===== src/include/ldc_regs.svh =====
// register map, field positions, reset values and frame constants of the laser driver control block
// assumes: included by package and modules by bare name
`ifndef LDC_REGS_SVH
`define LDC_REGS_SVH

// ----------------------------------------
// serial frame
// ----------------------------------------
`define LDC_FRAME_LAST 4'h0F
`define LDC_HDR_LAST 4'h07
`define LDC_SYNC_W 9
`define LDC_HDR_ADDR_HI 7
`define LDC_HDR_ADDR_LO 6
`define LDC_HDR_IDX_HI 5
`define LDC_HDR_IDX_LO 1

// ----------------------------------------
// register indices (address bits 4:0)
// ----------------------------------------
`define LDC_IDX_TRANSMIT_CONTROL_REG 5'h05
`define LDC_IDX_BIAS_STEP 5'h06
`define LDC_IDX_MOD_STEP 5'h07
`define LDC_IDX_BIAS_CODE 5'h08
`define LDC_IDX_MOD_CODE 5'h09
`define LDC_IDX_MOD_LIMIT 5'h0A
`define LDC_IDX_BIAS_LIMIT 5'h0B
`define LDC_IDX_STAT1 5'h0C
`define LDC_IDX_STAT2 5'h0D
`define LDC_IDX_MODE 5'h0F
`define LDC_IDX_DEEMPH 5'h10
`define LDC_IDX_EQ 5'h11

// ----------------------------------------
// fields and keys
// ----------------------------------------
`define LDC_TRANSMIT_CONTROL_REG_EN 0
`define LDC_TRANSMIT_CONTROL_REG_POL 1
`define LDC_TRANSMIT_CONTROL_REG_DE_LO 3
`define LDC_TRANSMIT_CONTROL_REG_DE_HI 4
`define LDC_STEP_LSB 7
`define LDC_STAT1_FAULT 0
`define LDC_STAT1_SIGNAL 5
`define LDC_STAT2_BIAS 0
`define LDC_STAT2_MOD 1
`define LDC_UNLOCK_KEY 8'h12

// ----------------------------------------
// reset values
// ----------------------------------------
`define LDC_RST_CODE 8'h04
`define LDC_RST_LIMIT 8'hFF
`define LDC_RST_BYTE 8'h00
`define LDC_RST_EQ 2'h0

`endif


===== src/include/ldc_pkg.sv =====
// types of the laser driver control block
// assumes: ldc_regs.svh on the include path
`include "ldc_regs.svh"

package ldc_pkg;

  typedef enum logic [1:0] {
    SER_IDLE = 2'b00,
    SER_HDR = 2'b01,
    SER_WR = 2'b10,
    SER_RD = 2'b11
  } ser_state_t;

  typedef struct packed {
    logic [`LDC_SYNC_W-1:0] s1;
    logic [`LDC_SYNC_W-1:0] s2;
  } sync_state_t;

  typedef struct packed {
    ser_state_t ser;
    logic [3:0] bit_cnt;
    logic [7:0] rx_shift;
    logic [7:0] hdr;
    logic [7:0] tx_shift;
    logic sda_oe;
    logic sda_out;
    logic scl_prev;
    logic sel_prev;
    logic dis_prev;
    logic unlock_pending;
    logic frame_free;
    logic [7:0] transmit_control_reg;
    logic [7:0] bias_up;
    logic bias_lsb;
    logic [7:0] bias_lim;
    logic [7:0] bias_step;
    logic [7:0] mod_up;
    logic mod_lsb;
    logic [7:0] mod_lim;
    logic [7:0] mod_step;
    logic [7:0] deemph;
    logic [1:0] eq;
    logic fault_latch;
    logic bias_flag;
    logic mod_flag;
    logic bias_en;
    logic mod_en;
  } ctrl_state_t;

endpackage


===== src/sync_two_ff.sv =====
// two-flop synchroniser for every pin that arrives from outside the system clock domain
// assumes: the clock enable freezes it along with the rest of the block
`timescale 1ns/1ps
`include "ldc_regs.svh"

module sync_two_ff (
  input wire logic i_clk_sys,
  input wire logic i_srst,
  input wire logic i_clk_en,
  input wire logic [`LDC_SYNC_W-1:0] i_async,
  output logic [`LDC_SYNC_W-1:0] o_sync
);

  ldc_pkg::sync_state_t q;
  ldc_pkg::sync_state_t d;

  always_comb begin
    d = q;
    if (i_clk_en) begin
      d.s1 = i_async;
      d.s2 = q.s1;
    end
  end

  always_ff @(posedge i_clk_sys) begin
    if (i_srst) begin
      q <= '0;
    end else begin
      q <= d;
    end
  end

  assign o_sync = q.s2;

endmodule


===== src/step_saturator.sv =====
// adds a signed five-bit step to an eight-bit code, clamping at zero and at a limit
// assumes: purely combinational, inputs come from registers of the caller
`timescale 1ns/1ps

module step_saturator (
  input wire logic [7:0] i_code,
  input wire logic [4:0] i_step,
  input wire logic [7:0] i_limit,
  output logic [7:0] o_code,
  output logic o_over
);

  logic signed [9:0] sum;

  always_comb begin
    sum = $signed({2'h0, i_code}) + $signed({{5{i_step[4]}}, i_step});
    o_over = 1'b0;
    if (sum < $signed(10'h000)) begin
      o_code = 8'h00;
    end else if (sum > $signed({2'h0, i_limit})) begin
      o_code = i_limit;
      o_over = 1'b1;
    end else begin
      o_code = sum[7:0];
    end
  end

endmodule


===== src/laser_driver_control_regs.sv =====
// serial-programmed control register bank of a laser driver
// assumes: select, serial clock, data, disable, strap comparators, fault detector and
// signal detector are asynchronous pins; the serial clock is far slower than i_clk_sys
//
// Operation
// - a rising select line starts a new serial command
// - select going low ends the command and returns the serial machine to idle
// - strap level maps to address bits 6:5 as 11, 10, 01, 00
// - disable high or open turns bias and modulation off
// - a detected fault drives fault output high and keeps it latched
// - fault clears only when gone and latch cleared by toggling disable
// - data pin is open-drain while returning read data, else an input
// - two-bit equaliser setting selects 1, 3 or 5.5 dB boost
// - polarity bit in transmit control sets outputs following or inverting inputs
// - bit 5 of first transmit status shows AC input signal presence
// - nine-bit bias code, upper eight written directly during initialisation
// - bias code lsb cleared at reset, then set only through step bit 7
// - upper bias code never exceeds the bias limit register
// - low five step bits are a signed step added to the bias code
// - overshooting increment sets bias warning flag and loads the limit
// - modulation uses code, limit, step and deemphasis registers
// - overshooting modulation increment sets warning flag and loads its limit
// - each operation is sixteen bits, msb first, sixteen master clocks
// - in a read the device returns eight bits msb first on rising clocks
`timescale 1ns/1ps
`include "ldc_regs.svh"

module laser_driver_control_regs (
  input wire logic i_clk_sys,
  input wire logic i_srst,
  input wire logic i_clk_en,
  input wire logic i_select_strobe,
  input wire logic i_scl,
  input wire logic i_sda_in,
  output logic o_sda_out,
  output logic o_sda_oe,
  input wire logic [2:0] i_address_strap_pin,
  input wire logic i_disable,
  input wire logic i_fault_detect,
  input wire logic i_signal_present,
  output logic o_fault,
  output logic [8:0] o_bias_dac_code,
  output logic [8:0] o_mod_dac_code,
  output logic o_bias_en,
  output logic o_mod_en,
  output logic o_output_polarity_bit,
  output logic [1:0] o_input_eq_setting,
  output logic [7:0] o_deemphasis_setting,
  output logic [1:0] o_deemphasis_ctrl
);

  // ----------------------------------------
  // functions
  // ----------------------------------------
  function automatic logic [1:0] strap_decode(input logic [2:0] cmp);
    logic [1:0] r;
    r = 2'h0;
    case (cmp)
      3'h7: r = 2'h3;
      3'h3: r = 2'h2;
      3'h1: r = 2'h1;
      default: r = 2'h0;
    endcase
    return r;
  endfunction

  function automatic logic [7:0] min8(input logic [7:0] a, input logic [7:0] b);
    return (a > b) ? b : a;
  endfunction

  // the address is judged at the header for a read and only at the commit for a write
  function automatic logic addr_match(input logic [7:0] hdr, input logic [2:0] strap);
    return hdr[`LDC_HDR_ADDR_HI:`LDC_HDR_ADDR_LO] == strap_decode(strap);
  endfunction

  function automatic logic [4:0] hdr_index(input logic [7:0] hdr);
    return hdr[`LDC_HDR_IDX_HI:`LDC_HDR_IDX_LO];
  endfunction

  // ----------------------------------------
  // input synchronisers
  // ----------------------------------------
  logic [`LDC_SYNC_W-1:0] sync_out;
  logic scl_s;
  logic sel_s;
  logic sda_s;
  logic dis_s;
  logic flt_s;
  logic sig_s;
  logic [2:0] strap_s;

  sync_two_ff u_sync (
    .i_clk_sys(i_clk_sys),
    .i_srst(i_srst),
    .i_clk_en(i_clk_en),
    .i_async({i_address_strap_pin, i_signal_present, i_fault_detect, i_disable, i_sda_in, i_select_strobe, i_scl}),
    .o_sync(sync_out)
  );

  assign {strap_s, sig_s, flt_s, dis_s, sda_s, sel_s, scl_s} = sync_out;

  // ----------------------------------------
  // state
  // ----------------------------------------
  ldc_pkg::ctrl_state_t q;
  ldc_pkg::ctrl_state_t d;

  logic [7:0] wr_data;
  logic [7:0] bias_step_code;
  logic [7:0] mod_step_code;
  logic bias_over;
  logic mod_over;

  // write data as it stands at the sixteenth rising clock, before it is shifted in
  assign wr_data = {q.rx_shift[6:0], sda_s};

  step_saturator u_bias_sat (
    .i_code(q.bias_up),
    .i_step(wr_data[4:0]),
    .i_limit(q.bias_lim),
    .o_code(bias_step_code),
    .o_over(bias_over)
  );

  step_saturator u_mod_sat (
    .i_code(q.mod_up),
    .i_step(wr_data[4:0]),
    .i_limit(q.mod_lim),
    .o_code(mod_step_code),
    .o_over(mod_over)
  );

  // ----------------------------------------
  // register read decode
  // ----------------------------------------
  function automatic logic [7:0] reg_read(input ldc_pkg::ctrl_state_t s, input logic [4:0] idx,
                                          input logic sig);
    logic [7:0] r;
    r = 8'h00;
    case (idx)
      `LDC_IDX_TRANSMIT_CONTROL_REG: r = s.transmit_control_reg;
      `LDC_IDX_BIAS_STEP: r = s.bias_step;
      `LDC_IDX_MOD_STEP: r = s.mod_step;
      `LDC_IDX_BIAS_CODE: r = s.bias_up;
      `LDC_IDX_MOD_CODE: r = s.mod_up;
      `LDC_IDX_MOD_LIMIT: r = s.mod_lim;
      `LDC_IDX_BIAS_LIMIT: r = s.bias_lim;
      `LDC_IDX_STAT1: begin
        r[`LDC_STAT1_FAULT] = s.fault_latch;
        r[`LDC_STAT1_SIGNAL] = sig;
      end
      `LDC_IDX_STAT2: begin
        r[`LDC_STAT2_BIAS] = s.bias_flag;
        r[`LDC_STAT2_MOD] = s.mod_flag;
      end
      `LDC_IDX_DEEMPH: r = s.deemph;
      `LDC_IDX_EQ: r = {6'h00, s.eq};
      default: r = 8'h00;
    endcase
    return r;
  endfunction

  // ----------------------------------------
  // next state
  // ----------------------------------------
  logic scl_rise;
  logic sel_rise;
  logic [4:0] idx;
  logic addr_hit;
  logic wr_ok;

  always_comb begin
    d = q;
    scl_rise = scl_s & ~q.scl_prev;
    sel_rise = sel_s & ~q.sel_prev;
    idx = hdr_index(q.hdr);
    addr_hit = addr_match(q.hdr, strap_s);
    wr_ok = 1'b0;
    // a low clock enable leaves every field, edge detectors included, as it was
    if (i_clk_en) begin
      d.scl_prev = scl_s;
      d.sel_prev = sel_s;
      d.dis_prev = dis_s;

      // serial frame machine
      if (!sel_s) begin
        d.ser = ldc_pkg::SER_IDLE;
        d.sda_oe = 1'b0;
        d.bit_cnt = 4'h0;
        d.frame_free = 1'b0;
      end else if (sel_rise) begin
        d.ser = ldc_pkg::SER_HDR;
        d.bit_cnt = 4'h0;
        d.sda_oe = 1'b0;
        d.frame_free = q.unlock_pending;
        d.unlock_pending = 1'b0;
      end else if (scl_rise) begin
        d.bit_cnt = q.bit_cnt + 4'h1;
        d.rx_shift = wr_data;
        case (q.ser)
          ldc_pkg::SER_HDR: begin
            if (q.bit_cnt == `LDC_HDR_LAST) begin
              d.hdr = wr_data;
              if (sda_s && addr_match(wr_data, strap_s)) begin
                d.ser = ldc_pkg::SER_RD;
                d.tx_shift = reg_read(q, hdr_index(wr_data), sig_s);
                d.sda_oe = ~d.tx_shift[7];
              end else if (sda_s) begin
                d.ser = ldc_pkg::SER_IDLE;
              end else begin
                d.ser = ldc_pkg::SER_WR;
              end
            end
          end
          ldc_pkg::SER_RD: begin
            d.tx_shift = {q.tx_shift[6:0], 1'b0};
            d.sda_oe = ~d.tx_shift[7];
            if (q.bit_cnt == `LDC_FRAME_LAST) begin
              d.sda_oe = 1'b0;
              d.ser = ldc_pkg::SER_IDLE;
            end
          end
          ldc_pkg::SER_WR: begin
            if (q.bit_cnt == `LDC_FRAME_LAST) begin
              d.ser = ldc_pkg::SER_IDLE;
              wr_ok = addr_hit;
            end
          end
          default: d.ser = ldc_pkg::SER_IDLE;
        endcase
      end

      // disable falling edge clears the warnings, and the fault latch only when the fault is gone
      if (q.dis_prev && !dis_s) begin
        if (!flt_s) begin
          d.fault_latch = 1'b0;
        end
        d.bias_flag = 1'b0;
        d.mod_flag = 1'b0;
      end

      // register write commit
      if (wr_ok) begin
        if (q.frame_free) begin
          case (idx)
            `LDC_IDX_TRANSMIT_CONTROL_REG: d.transmit_control_reg = wr_data;
            `LDC_IDX_BIAS_CODE: d.bias_up = min8(wr_data, q.bias_lim);
            `LDC_IDX_MOD_CODE: d.mod_up = min8(wr_data, q.mod_lim);
            `LDC_IDX_BIAS_LIMIT: begin
              d.bias_lim = wr_data;
              d.bias_up = min8(q.bias_up, wr_data);
            end
            `LDC_IDX_MOD_LIMIT: begin
              d.mod_lim = wr_data;
              d.mod_up = min8(q.mod_up, wr_data);
            end
            `LDC_IDX_DEEMPH: d.deemph = wr_data;
            `LDC_IDX_EQ: d.eq = wr_data[1:0];
            default: d.eq = q.eq;
          endcase
        end
        // step and mode registers stay writable without unlocking
        case (idx)
          `LDC_IDX_BIAS_STEP: begin
            d.bias_step = wr_data;
            d.bias_lsb = wr_data[`LDC_STEP_LSB];
            d.bias_up = bias_step_code;
            if (bias_over) begin
              d.bias_flag = 1'b1;
            end
          end
          `LDC_IDX_MOD_STEP: begin
            d.mod_step = wr_data;
            d.mod_lsb = wr_data[`LDC_STEP_LSB];
            d.mod_up = mod_step_code;
            if (mod_over) begin
              d.mod_flag = 1'b1;
            end
          end
          `LDC_IDX_MODE: begin
            if (wr_data == `LDC_UNLOCK_KEY) begin
              d.unlock_pending = 1'b1;
            end
          end
          default: d.unlock_pending = d.unlock_pending;
        endcase
      end

      // a fault present in the same cycle as the clear keeps the latch set
      if (flt_s) begin
        d.fault_latch = 1'b1;
      end

      // enables lag the control register by one clock, far below the current settling time
      d.bias_en = ~dis_s & ~d.fault_latch & q.transmit_control_reg[`LDC_TRANSMIT_CONTROL_REG_EN];
      d.mod_en = ~dis_s & ~d.fault_latch & q.transmit_control_reg[`LDC_TRANSMIT_CONTROL_REG_EN];
    end
  end

  // ----------------------------------------
  // registers
  // ----------------------------------------
  always_ff @(posedge i_clk_sys) begin
    if (i_srst) begin
      q <= '0;
      q.ser <= ldc_pkg::SER_IDLE;
      q.transmit_control_reg <= `LDC_RST_BYTE;
      q.bias_up <= `LDC_RST_CODE;
      q.mod_up <= `LDC_RST_CODE;
      q.bias_lsb <= 1'b0;
      q.mod_lsb <= 1'b0;
      q.bias_lim <= `LDC_RST_LIMIT;
      q.mod_lim <= `LDC_RST_LIMIT;
      q.deemph <= `LDC_RST_BYTE;
      q.eq <= `LDC_RST_EQ;
      // matches the synchroniser's reset level, so no false disable edge follows reset
      q.dis_prev <= 1'b0;
    end else begin
      q <= d;
    end
  end

  // ----------------------------------------
  // outputs
  // ----------------------------------------
  // open drain: the pad only ever pulls low, the high level comes from the pull-up
  assign o_sda_out = q.sda_out;
  assign o_sda_oe = q.sda_oe;
  assign o_fault = q.fault_latch;
  assign o_bias_dac_code = {q.bias_up, q.bias_lsb};
  assign o_mod_dac_code = {q.mod_up, q.mod_lsb};
  assign o_bias_en = q.bias_en;
  assign o_mod_en = q.mod_en;
  assign o_output_polarity_bit = q.transmit_control_reg[`LDC_TRANSMIT_CONTROL_REG_POL];
  assign o_input_eq_setting = q.eq;
  assign o_deemphasis_setting = q.deemph;
  assign o_deemphasis_ctrl = q.transmit_control_reg[`LDC_TRANSMIT_CONTROL_REG_DE_HI:`LDC_TRANSMIT_CONTROL_REG_DE_LO];

endmodule


===== config.mk =====
export PLATFORM = sky130hd
export DESIGN_NAME = laser_driver_control_regs
export DESIGN_NICKNAME = d
export VERILOG_FILES = /design/src/include/ldc_pkg.sv /design/src/sync_two_ff.sv /design/src/step_saturator.sv /design/src/laser_driver_control_regs.sv
export VERILOG_INCLUDE_DIRS = /design/src /design/src/include
export SDC_FILE = /design/constraint.sdc
export NUM_CORES = 1
export LEC_CHECK = 0
export ABC_CLOCK_PERIOD_IN_PS = 11400
export BUFFER_PORTS_ARGS = -buffer_cell sky130_fd_sc_hd__buf_2
export CAP_MARGIN = 20
export CELL_PAD_IN_SITES_DETAIL_PLACEMENT = 1
export CELL_PAD_IN_SITES_GLOBAL_PLACEMENT = 1
export CORE_ASPECT_RATIO = 0.7
export CORE_MARGIN = 1.5
export CORE_UTILIZATION = 50
export DETAILED_ROUTE_END_ITERATION = 6
export PLACE_DENSITY = 0.82
export SYNTH_ARGS = -nofsm -noshare
export SYNTH_HDL_FRONTEND = slang
export SYNTH_SLANG_ARGS = --single-unit

===== constraint.sdc =====
create_clock -name i_clk_sys -period 11.4 [get_ports i_clk_sys]
set_input_delay 1.71 -clock i_clk_sys [delete_from_list [all_inputs] [get_ports i_clk_sys]]
set_output_delay 1.71 -clock i_clk_sys [all_outputs]
set_load 0.05 [all_outputs]

==> results_dict.tcl, run 1 <==
set metrics [dict create \
    report.final.hold_viol_count 0 \
    die_width_um 156.6 \
    synthesis.area_per_instance_sq_um 8.007 \
    numCtsBuffers 17 \
    num_io_pins 48 \
    synth_largest_type_area_fraction 0.2934 \
    drt_first_pass_iters 5 \
    initial_core_util 0.5080 \
    insertedDiodeCount 0 \
    die_area_sq_mm 0.01730 \
    yosys.cell_count.top_type "nor2_1" \
    criticalPathCategory "reg -> reg" \
    synth_flop_cell "dfxtp_1" \
    async_flop_share 0 \
    globalRouteMet1Util 0.4793 \
    synth.ff_latch_count 121 \
    clkLatencyLatePin_ps 420 \
    place.detailed.instances 1228 \
    netlist_top_cells_count "nor2_1 (127), dfxtp_1 (121), nand2_1 (109)" \
    detail_route.wl_per_cell_um 22.05 \
    clkSinkCount 121 \
    core_area_sq_mm 0.01625 \
    finalNetCount 1105 \
    initial_antenna_violation_count 0 \
    fmaxAchievable_mhz 190.8 \
    tritoncts "built" \
    synth_largest_area_cell "dfxtp_1" \
    grt_start_max_net_pins 100 \
    via_count 7874 \
    timing_worst_slew_pin_value_ps 1215 \
    final_cell_count_no_fill 1262 \
    cts.hold.buffers_added 0 \
    drc_errors 0 \
    first_iter_violations 722 \
    grt_pass1_vias 7633 \
    final-setup-viol-count 0 \
    peak_per_stage_delay_on_the_critical_path_ps 520 \
    synth.area.top_cells "dfxtp_1 (29%), ha_1 (10%), mux2i_1 (7.2%)" \
    worst_slew_margin_rel 0.1838 \
    critical_path_arrival_ps 5490 \
    hp-class "reg -> reg" \
    maxCapViolations 0 \
    ctsRootBufferMaster "clkbuf_16" \
    antenna_violating_nets_post_route 0 \
    clk_path_buf_depth 2 \
    grt_first_pass_wirelength_um 43880 \
    final.min_clock_period_ps 5240 \
    totalWireLength_um 27830 \
    die-height_um 110.5 \
    finalCritPeriodShare 0.4597 \
    cp_cell_sequence "buf_4 -> inv_1 -> ha_1 -> nor3b_1 -> nor3_1 -> o21bai_1 -> a21oi_1 -> xnor2_1 -> ha_1 -> o21ai_0 -> o21ai_0 -> a221oi_1 -> a2bb2oi_1 -> a2bb2oi_2 -> mux2_2 -> a21oi_1 -> a211oi_1" \
    worstSetupStartpointType "register" \
    synth.yosys.warnings 0 \
    tot_gr_track_use 0.3290 \
    final.setup_skew_ps 7.458 \
    seq_area_frac_synth 0.2934 \
    htree_levels 4 \
    post_cts_resize_count 0 \
    busiest_layer "met2" \
    ratio_of_total_power_to_cell_area_mw_per_mm2 111.3 \
    dp_hpwl_um 19130 \
    element_type_at_the_critical_path_end "register" \
    gr-usage-met3 0.05259 \
    worst_vdd_ir_mv 0.08675 \
    path_clk_slew_ps 60 \
    timing.hold.ws_ps 457.1 \
    cp_slowest_cell "a2bb2oi_2" \
    grt_remaining_overflow 0 \
    post_synth_inst_count 1031 \
    crit_fanout 37 \
    p_r_area_growth_vs_syn_pct 9.321 \
    post_synthesis_net_count 1112 \
    drive_gt1_frac 0.1128 \
    final_layout_setup_total_negative_slack_ps 0 \
    slew_viol_final 0 \
    rows 39 \
    globalRouteMet2Util 0.4921 \
    cts_setup_buffers 0 \
    place_congestion 0.9168 \
    run_status "complete, no violations" \
    worst-endpoint-required_ps 11650 \
    viasPerCell 6.239 \
    leakagePower_nw 3.678 \
    synth_edf_count 0 \
    numPortBuffers 46 \
    rsz0062_at_grt "no" \
    syn_area_sq_mm 0.008255 \
    ys_types 83 \
]
-- cell families after synthesis --
kind of cell	after synthesis	share of synthesized area
AO/OA/AOI/OAI	265	0.2237
XOR/XNOR	16	0.01697
adder cells (fa/ha/maj)	69	0.1064
buffers and inverters	129	0.07457
flip-flops	121	0.2934
multiplexers	66	0.08336
other	1	0.0004542
AND/OR/NAND/NOR	364	0.2011
-- worst max-delay path, delay by kind of cell (launching register included) --
family	cells	cell delay, ps
adders and majority gates	2	730
buffers and inverters	2	890
muxes	1	400
DFF	1	310
xor gates and xnor gates	1	180
and+or+nand+nor	2	520
AOI/OAI and AO/OA	9	2000
-- power breakdown --
| part | internal, W | leakage, nW | switching, W |
|---|---|---|---|
| registers | 0.000426 | 0.978 | 0.00000328 |
| clock network | 0.000332 | 0.285 | 0.000217 |
| logic | 0.00000886 | 2.42 | 0.0000168 |
| total | 0.000767 | 3.68 | 0.000238 |
-- layout by cell type (no fill, tap or decap), drive strengths merged, types with 4 or more instances in the layout --
cell	count
nor2	130
dfxtp	121
nand2	109
a21oi	67
ha	67
buf	61
mux2i	59
o21ai	47
inv	46
nor3	28
nand3	26
a31oi	21
o21bai	18
clkbuf	18
nor2b	16
a211o	16
a211oi	14
a22oi	13
xnor2	11
nand4	9
o31ai	9
nand2b	8
o21a	8
a21o	8
and3	7
mux2	6
xor2	5
and2	5
or3	5
nand3b	5
nor4	5
clkinv	5
o21ba	5
a32oi	4
-- stage by stage --
| step | area [sq um] | setup WS, ps | utilization | power, W |
|---|---|---|---|---|
| floorplan | 8255 | 7456 | - | 0.0004568 |
| global placement | 8409 | 6485 | 0.5175 | 0.0004635 |
| detailed placement | 8409 | 6345 | 0.5175 | 0.0004644 |
| CTS | 9010 | 6338 | 0.5545 | 0.001008 |
| global route | 9025 | 5866 | 0.5554 | 0.001031 |
| finish | 9025 | 6160 | 0.5554 | 0.001005 |
-- path summary, 6_finish.rpt --
kind               from                  to  slack (ps)  depth (start not counted)
setup / recovery  q[96]  o_bias_dac_code[5]        6160                         17
hold / removal    q[15]               q[15]         460                          2
setup reg to reg  q[96]  o_bias_dac_code[5]        6160                         17
hold reg to reg   q[15]               q[15]         460                          2
-- per-layer routing --
layer / routed length (um) / up-vias
met5: 0 / -
met4: 648 / 0
met3: 2004 / 58
met2: 12040 / 311
met1: 13140 / 3857
li1: - / 3648
-- sequential cells by signal (all words and copies together) (netlist names) --
register,cells
q,64
o_bias_dac_code,9
o_mod_dac_code,9
u_sync.o_sync,9
u_sync.q,9
o_deemphasis_setting,8
idx,5
o_deemphasis_ctrl,2
o_input_eq_setting,2
o_fault,1
o_mod_en,1
o_output_polarity_bit,1
o_sda_oe,1
-- final cells by class --
class | instances | area (sq um)
clock buffers | 18 | 439.2
clock inverters | 14 | 161.4
multi-input cells | 781 | 5218
inverters | 42 | 157.7
flip-flops and latches | 121 | 2422
well taps | 225 | 281.5
fillers | 1981 | 7224
repair buffers | 61 | 345.3
Note: power is estimated with default switching activity, not from simulation.
==> inputs of run 2 (changes only) <==
--- a/config.mk
+++ b/config.mk
@@ -6,16 +6,17 @@
 export SDC_FILE = /design/constraint.sdc
 export NUM_CORES = 1
 export LEC_CHECK = 0
-export ABC_CLOCK_PERIOD_IN_PS = 11400
+export ABC_AREA = 1
+export ABC_CLOCK_PERIOD_IN_PS = 5400
 export BUFFER_PORTS_ARGS = -buffer_cell sky130_fd_sc_hd__buf_2
 export CAP_MARGIN = 20
 export CELL_PAD_IN_SITES_DETAIL_PLACEMENT = 1
 export CELL_PAD_IN_SITES_GLOBAL_PLACEMENT = 1
 export CORE_ASPECT_RATIO = 0.7
 export CORE_MARGIN = 1.5
-export CORE_UTILIZATION = 50
+export CORE_UTILIZATION = 45
 export DETAILED_ROUTE_END_ITERATION = 6
-export PLACE_DENSITY = 0.82
+export PLACE_DENSITY = 0.76
 export SYNTH_ARGS = -nofsm -noshare
 export SYNTH_HDL_FRONTEND = slang
 export SYNTH_SLANG_ARGS = --single-unit
==> constraint.sdc (replaced) <==
create_clock -name i_clk_sys -period 5.4 [get_ports i_clk_sys]
set_input_delay 0.81 -clock i_clk_sys [delete_from_list [all_inputs] [get_ports i_clk_sys]]
set_output_delay 0.81 -clock i_clk_sys [all_outputs]
set_load 0.05 [all_outputs]
==> run 2 against run 1 <==
Effect of this change: global-route usage fell by 1.8 points; final area fell by 1.7%; cell count is 10% higher; via count grew 2.4%; highest routed layer unchanged.
==> results_dict.tcl, run 2 <==
set metrics [dict create \
    run_status "complete, no violations" \
    numCtsBuffers 17 \
    initial_core_util 0.4654 \
    top_register "q" \
    most_common_cell_after_layout_fill_and_taps_aside "nand2_1" \
    startpoint "q[97]" \
    antenna_violating_nets_post_route 0 \
    clkLatencyLatePin_ps 420 \
    tritoncts "built" \
    yosys.cell_count.top_type "nand2_1" \
    setup.reg_to_reg.worst_slack_ps 1570 \
    element_type_at_the_critical_path_end "register" \
    timing_worst_slew_pin_value_ps 814.2 \
    synth.yosys.warnings 0 \
    finalNetCount 1226 \
    ys_types 54 \
    async_flop_share 0 \
    worst-endpoint-required_ps 5670 \
    nFillCells 2260 \
    power.sequential.fraction 0.423 \
    drt_first_pass_iters 5 \
    post_synthesis_net_count 1222 \
    num_io_pins 48 \
    clk_path_buf_depth 2 \
    die-height_um 115.3 \
    grt_start_max_net_pins 71 \
    ratio_of_total_power_to_cell_area_mw_per_mm2 243.2 \
    clkPwrFrac 0.538 \
    synthesis.area_per_instance_sq_um 7.105 \
    critical_path.endpoint "o_mod_dac_code[3]" \
    fmaxAchievable_mhz 261.1 \
    worstSetupStartpointType "register" \
    r2r-end "o_mod_dac_code[3]" \
    power.share.combinational 0.039 \
    p_r_area_growth_vs_syn_pct 9.461 \
    drive_gt1_frac 0.1382 \
    netlist_top_cells_count "nand2_1 (178), inv_1 (141), dfxtp_1 (121)" \
    slew_viol_final 0 \
    path_clk_slew_ps 60 \
    hp-class "reg -> reg" \
    post_synth_inst_count 1141 \
    regToRegStartpoint "q[97]" \
    synth.area.top_cells "dfxtp_1 (30%), ha_1 (10%), nand2_1 (8.2%)" \
    die_area_sq_mm 0.01884 \
    synth_edf_count 0 \
    leakagePower_nw 4.367 \
    worst_vdd_ir_mv 0.1709 \
    multi_input_area_sq_mm 0.004667 \
    final-setup-viol-count 0 \
    place_congestion 0.9019 \
    seq_area_sq_mm 0.002422 \
    synth_flop_cell "dfxtp_1" \
    dp_hpwl_um 20720 \
    die_width_um 163.4 \
    viasPerCell 5.804 \
    power.net_switching_w 0.0005416 \
    maxCapViolations 0 \
    syn_area_sq_mm 0.008107 \
    clkSinkCount 121 \
    critical_path_arrival_ps 4100 \
    number_of_flip_flops_under_the_largest_register_name 64 \
    final_cell_count_no_fill 1389 \
    report.final.hold_viol_count 0 \
    detail_route.wl_per_cell_um 20.46 \
    core_area_sq_mm 0.01742 \
    drc_errors 0 \
    cts_setup_buffers 0 \
    rsz0062_at_grt "no" \
    finalCritPeriodShare 0.7092 \
    first_iter_violations 620 \
    grt_remaining_overflow 0 \
    layout_common_cells "nand2_1 (178), inv_1 (140), dfxtp_1 (121)" \
    tot_gr_track_use 0.3114 \
    via_count 8062 \
    synth_largest_area_cell "dfxtp_1" \
    grt_pass1_vias 7792 \
    worst_slew_margin_rel 0.4566 \
    grt_first_pass_wirelength_um 44640 \
    switching_share 0.2510 \
    totalWireLength_um 28420 \
    timing.hold.worst_path_depth 2 \
    final.setup_skew_ps 9.440 \
    synth_largest_type_area_fraction 0.2988 \
    seq_area_frac_synth 0.2988 \
    ctsRootBufferMaster "clkbuf_16" \
    insertedDiodeCount 0 \
    internal_power_w 0.001616 \
    synth.ff_latch_count 121 \
    post_cts_resize_count 0 \
    final_layout_setup_total_negative_slack_ps 0 \
    ff2ff_path_depth 22 \
    crit_fanout 15 \
    numPortBuffers 46 \
    htree_levels 4 \
    rows 40 \
    place.detailed.instances 1357 \
    cts.hold.buffers_added 0 \
    criticalPathCategory "reg -> reg" \
    initial_antenna_violation_count 1 \
    final.min_clock_period_ps 3830 \
]
==> run 2: critical path, stage by stage, from the launching register on <==
cell	delay [ps]
dfxtp_1	580
inv_1	340
ha_1	480
inv_2	70
a21o_1	170
a31o_2	220
xor2_1	210
inv_1	70
ha_1	290
nand2_1	60
nor2_1	50
o21ai_0	70
inv_1	60
o21ai_0	150
nand2_1	90
o21ai_2	140
inv_2	70
nand2_4	180
o21ai_0	120
nand3_1	80
nand2_1	50
nand2_1	60
nand3_1	60
==> run 2: stage by stage <==
stage	setup WS [ps]	instance area [sq um]	util	total power, W	hold WS [ps]
2_1_floorplan	2069	8107	-	0.0009866	429.7
4_1_cts	1648	8874	0.5095	0.002169	470.1
3_3_place_gp	1819	8284	0.4756	0.001013	444.9
6_report	1570	8874	0.5095	0.002158	469.1
5_1_grt	1197	8874	0.5095	0.002215	491.2
3_5_place_dp	1690	8284	0.4756	0.001015	460.5
==> run 2: worst min path at each step <==
stage           from    end
3_3_place_gp   q[77]  q[77]
5_1_grt        q[67]  q[67]
4_1_cts        q[77]  q[77]
3_5_place_dp   q[77]  q[77]
2_1_floorplan  q[71]  q[71]
6_report       q[77]  q[77]
==> run 2: cells by family (layout without fill, tap and decap cells) <==
logic type,after synthesis,in the layout,share of synthesized area
XOR/XNOR,13,13,0.01405
buffers and inverters,230,247,0.1255
AO/OA/AOI/OAI,322,322,0.2354
adder cells (fa/ha/maj),69,69,0.1083
other,1,1,0.0004626
AND/OR/NAND/NOR,385,385,0.2175
flip-flops,121,121,0.2988
==> run 2: area by class of cell <==
type                       count  area share
multi-input combinational    790      0.5259
clock inverter                15     0.01847
inverter                     158     0.06684
tap                          231     0.03257
sequential                   121      0.2730
clock buffer                  17     0.04794
timing repair buffer          57     0.03525
==> run 2: power groups by stage <==
stage | Sequential, W | Combinational (W) | Clock (W)
2_1_floorplan | 0.000932 | 0.0000548 | 0
3_3_place_gp | 0.000931 | 0.0000817 | 0
3_5_place_dp | 0.000932 | 0.0000833 | 0
4_1_cts | 0.000912 | 0.0000839 | 0.00117
5_1_grt | 0.000913 | 0.0000942 | 0.00121
6_report | 0.000912 | 0.0000846 | 0.00116
==> run 2: metal layers <==
metal | routed length (um) | track usage | vias up
li1 | - | - | 3829
met1 | 14100 | 0.4626 | 3943
met2 | 12000 | 0.4633 | 252
met3 | 1948 | 0.05519 | 38
met4 | 367 | 0.07339 | 0
met5 | 0 | 0 | -
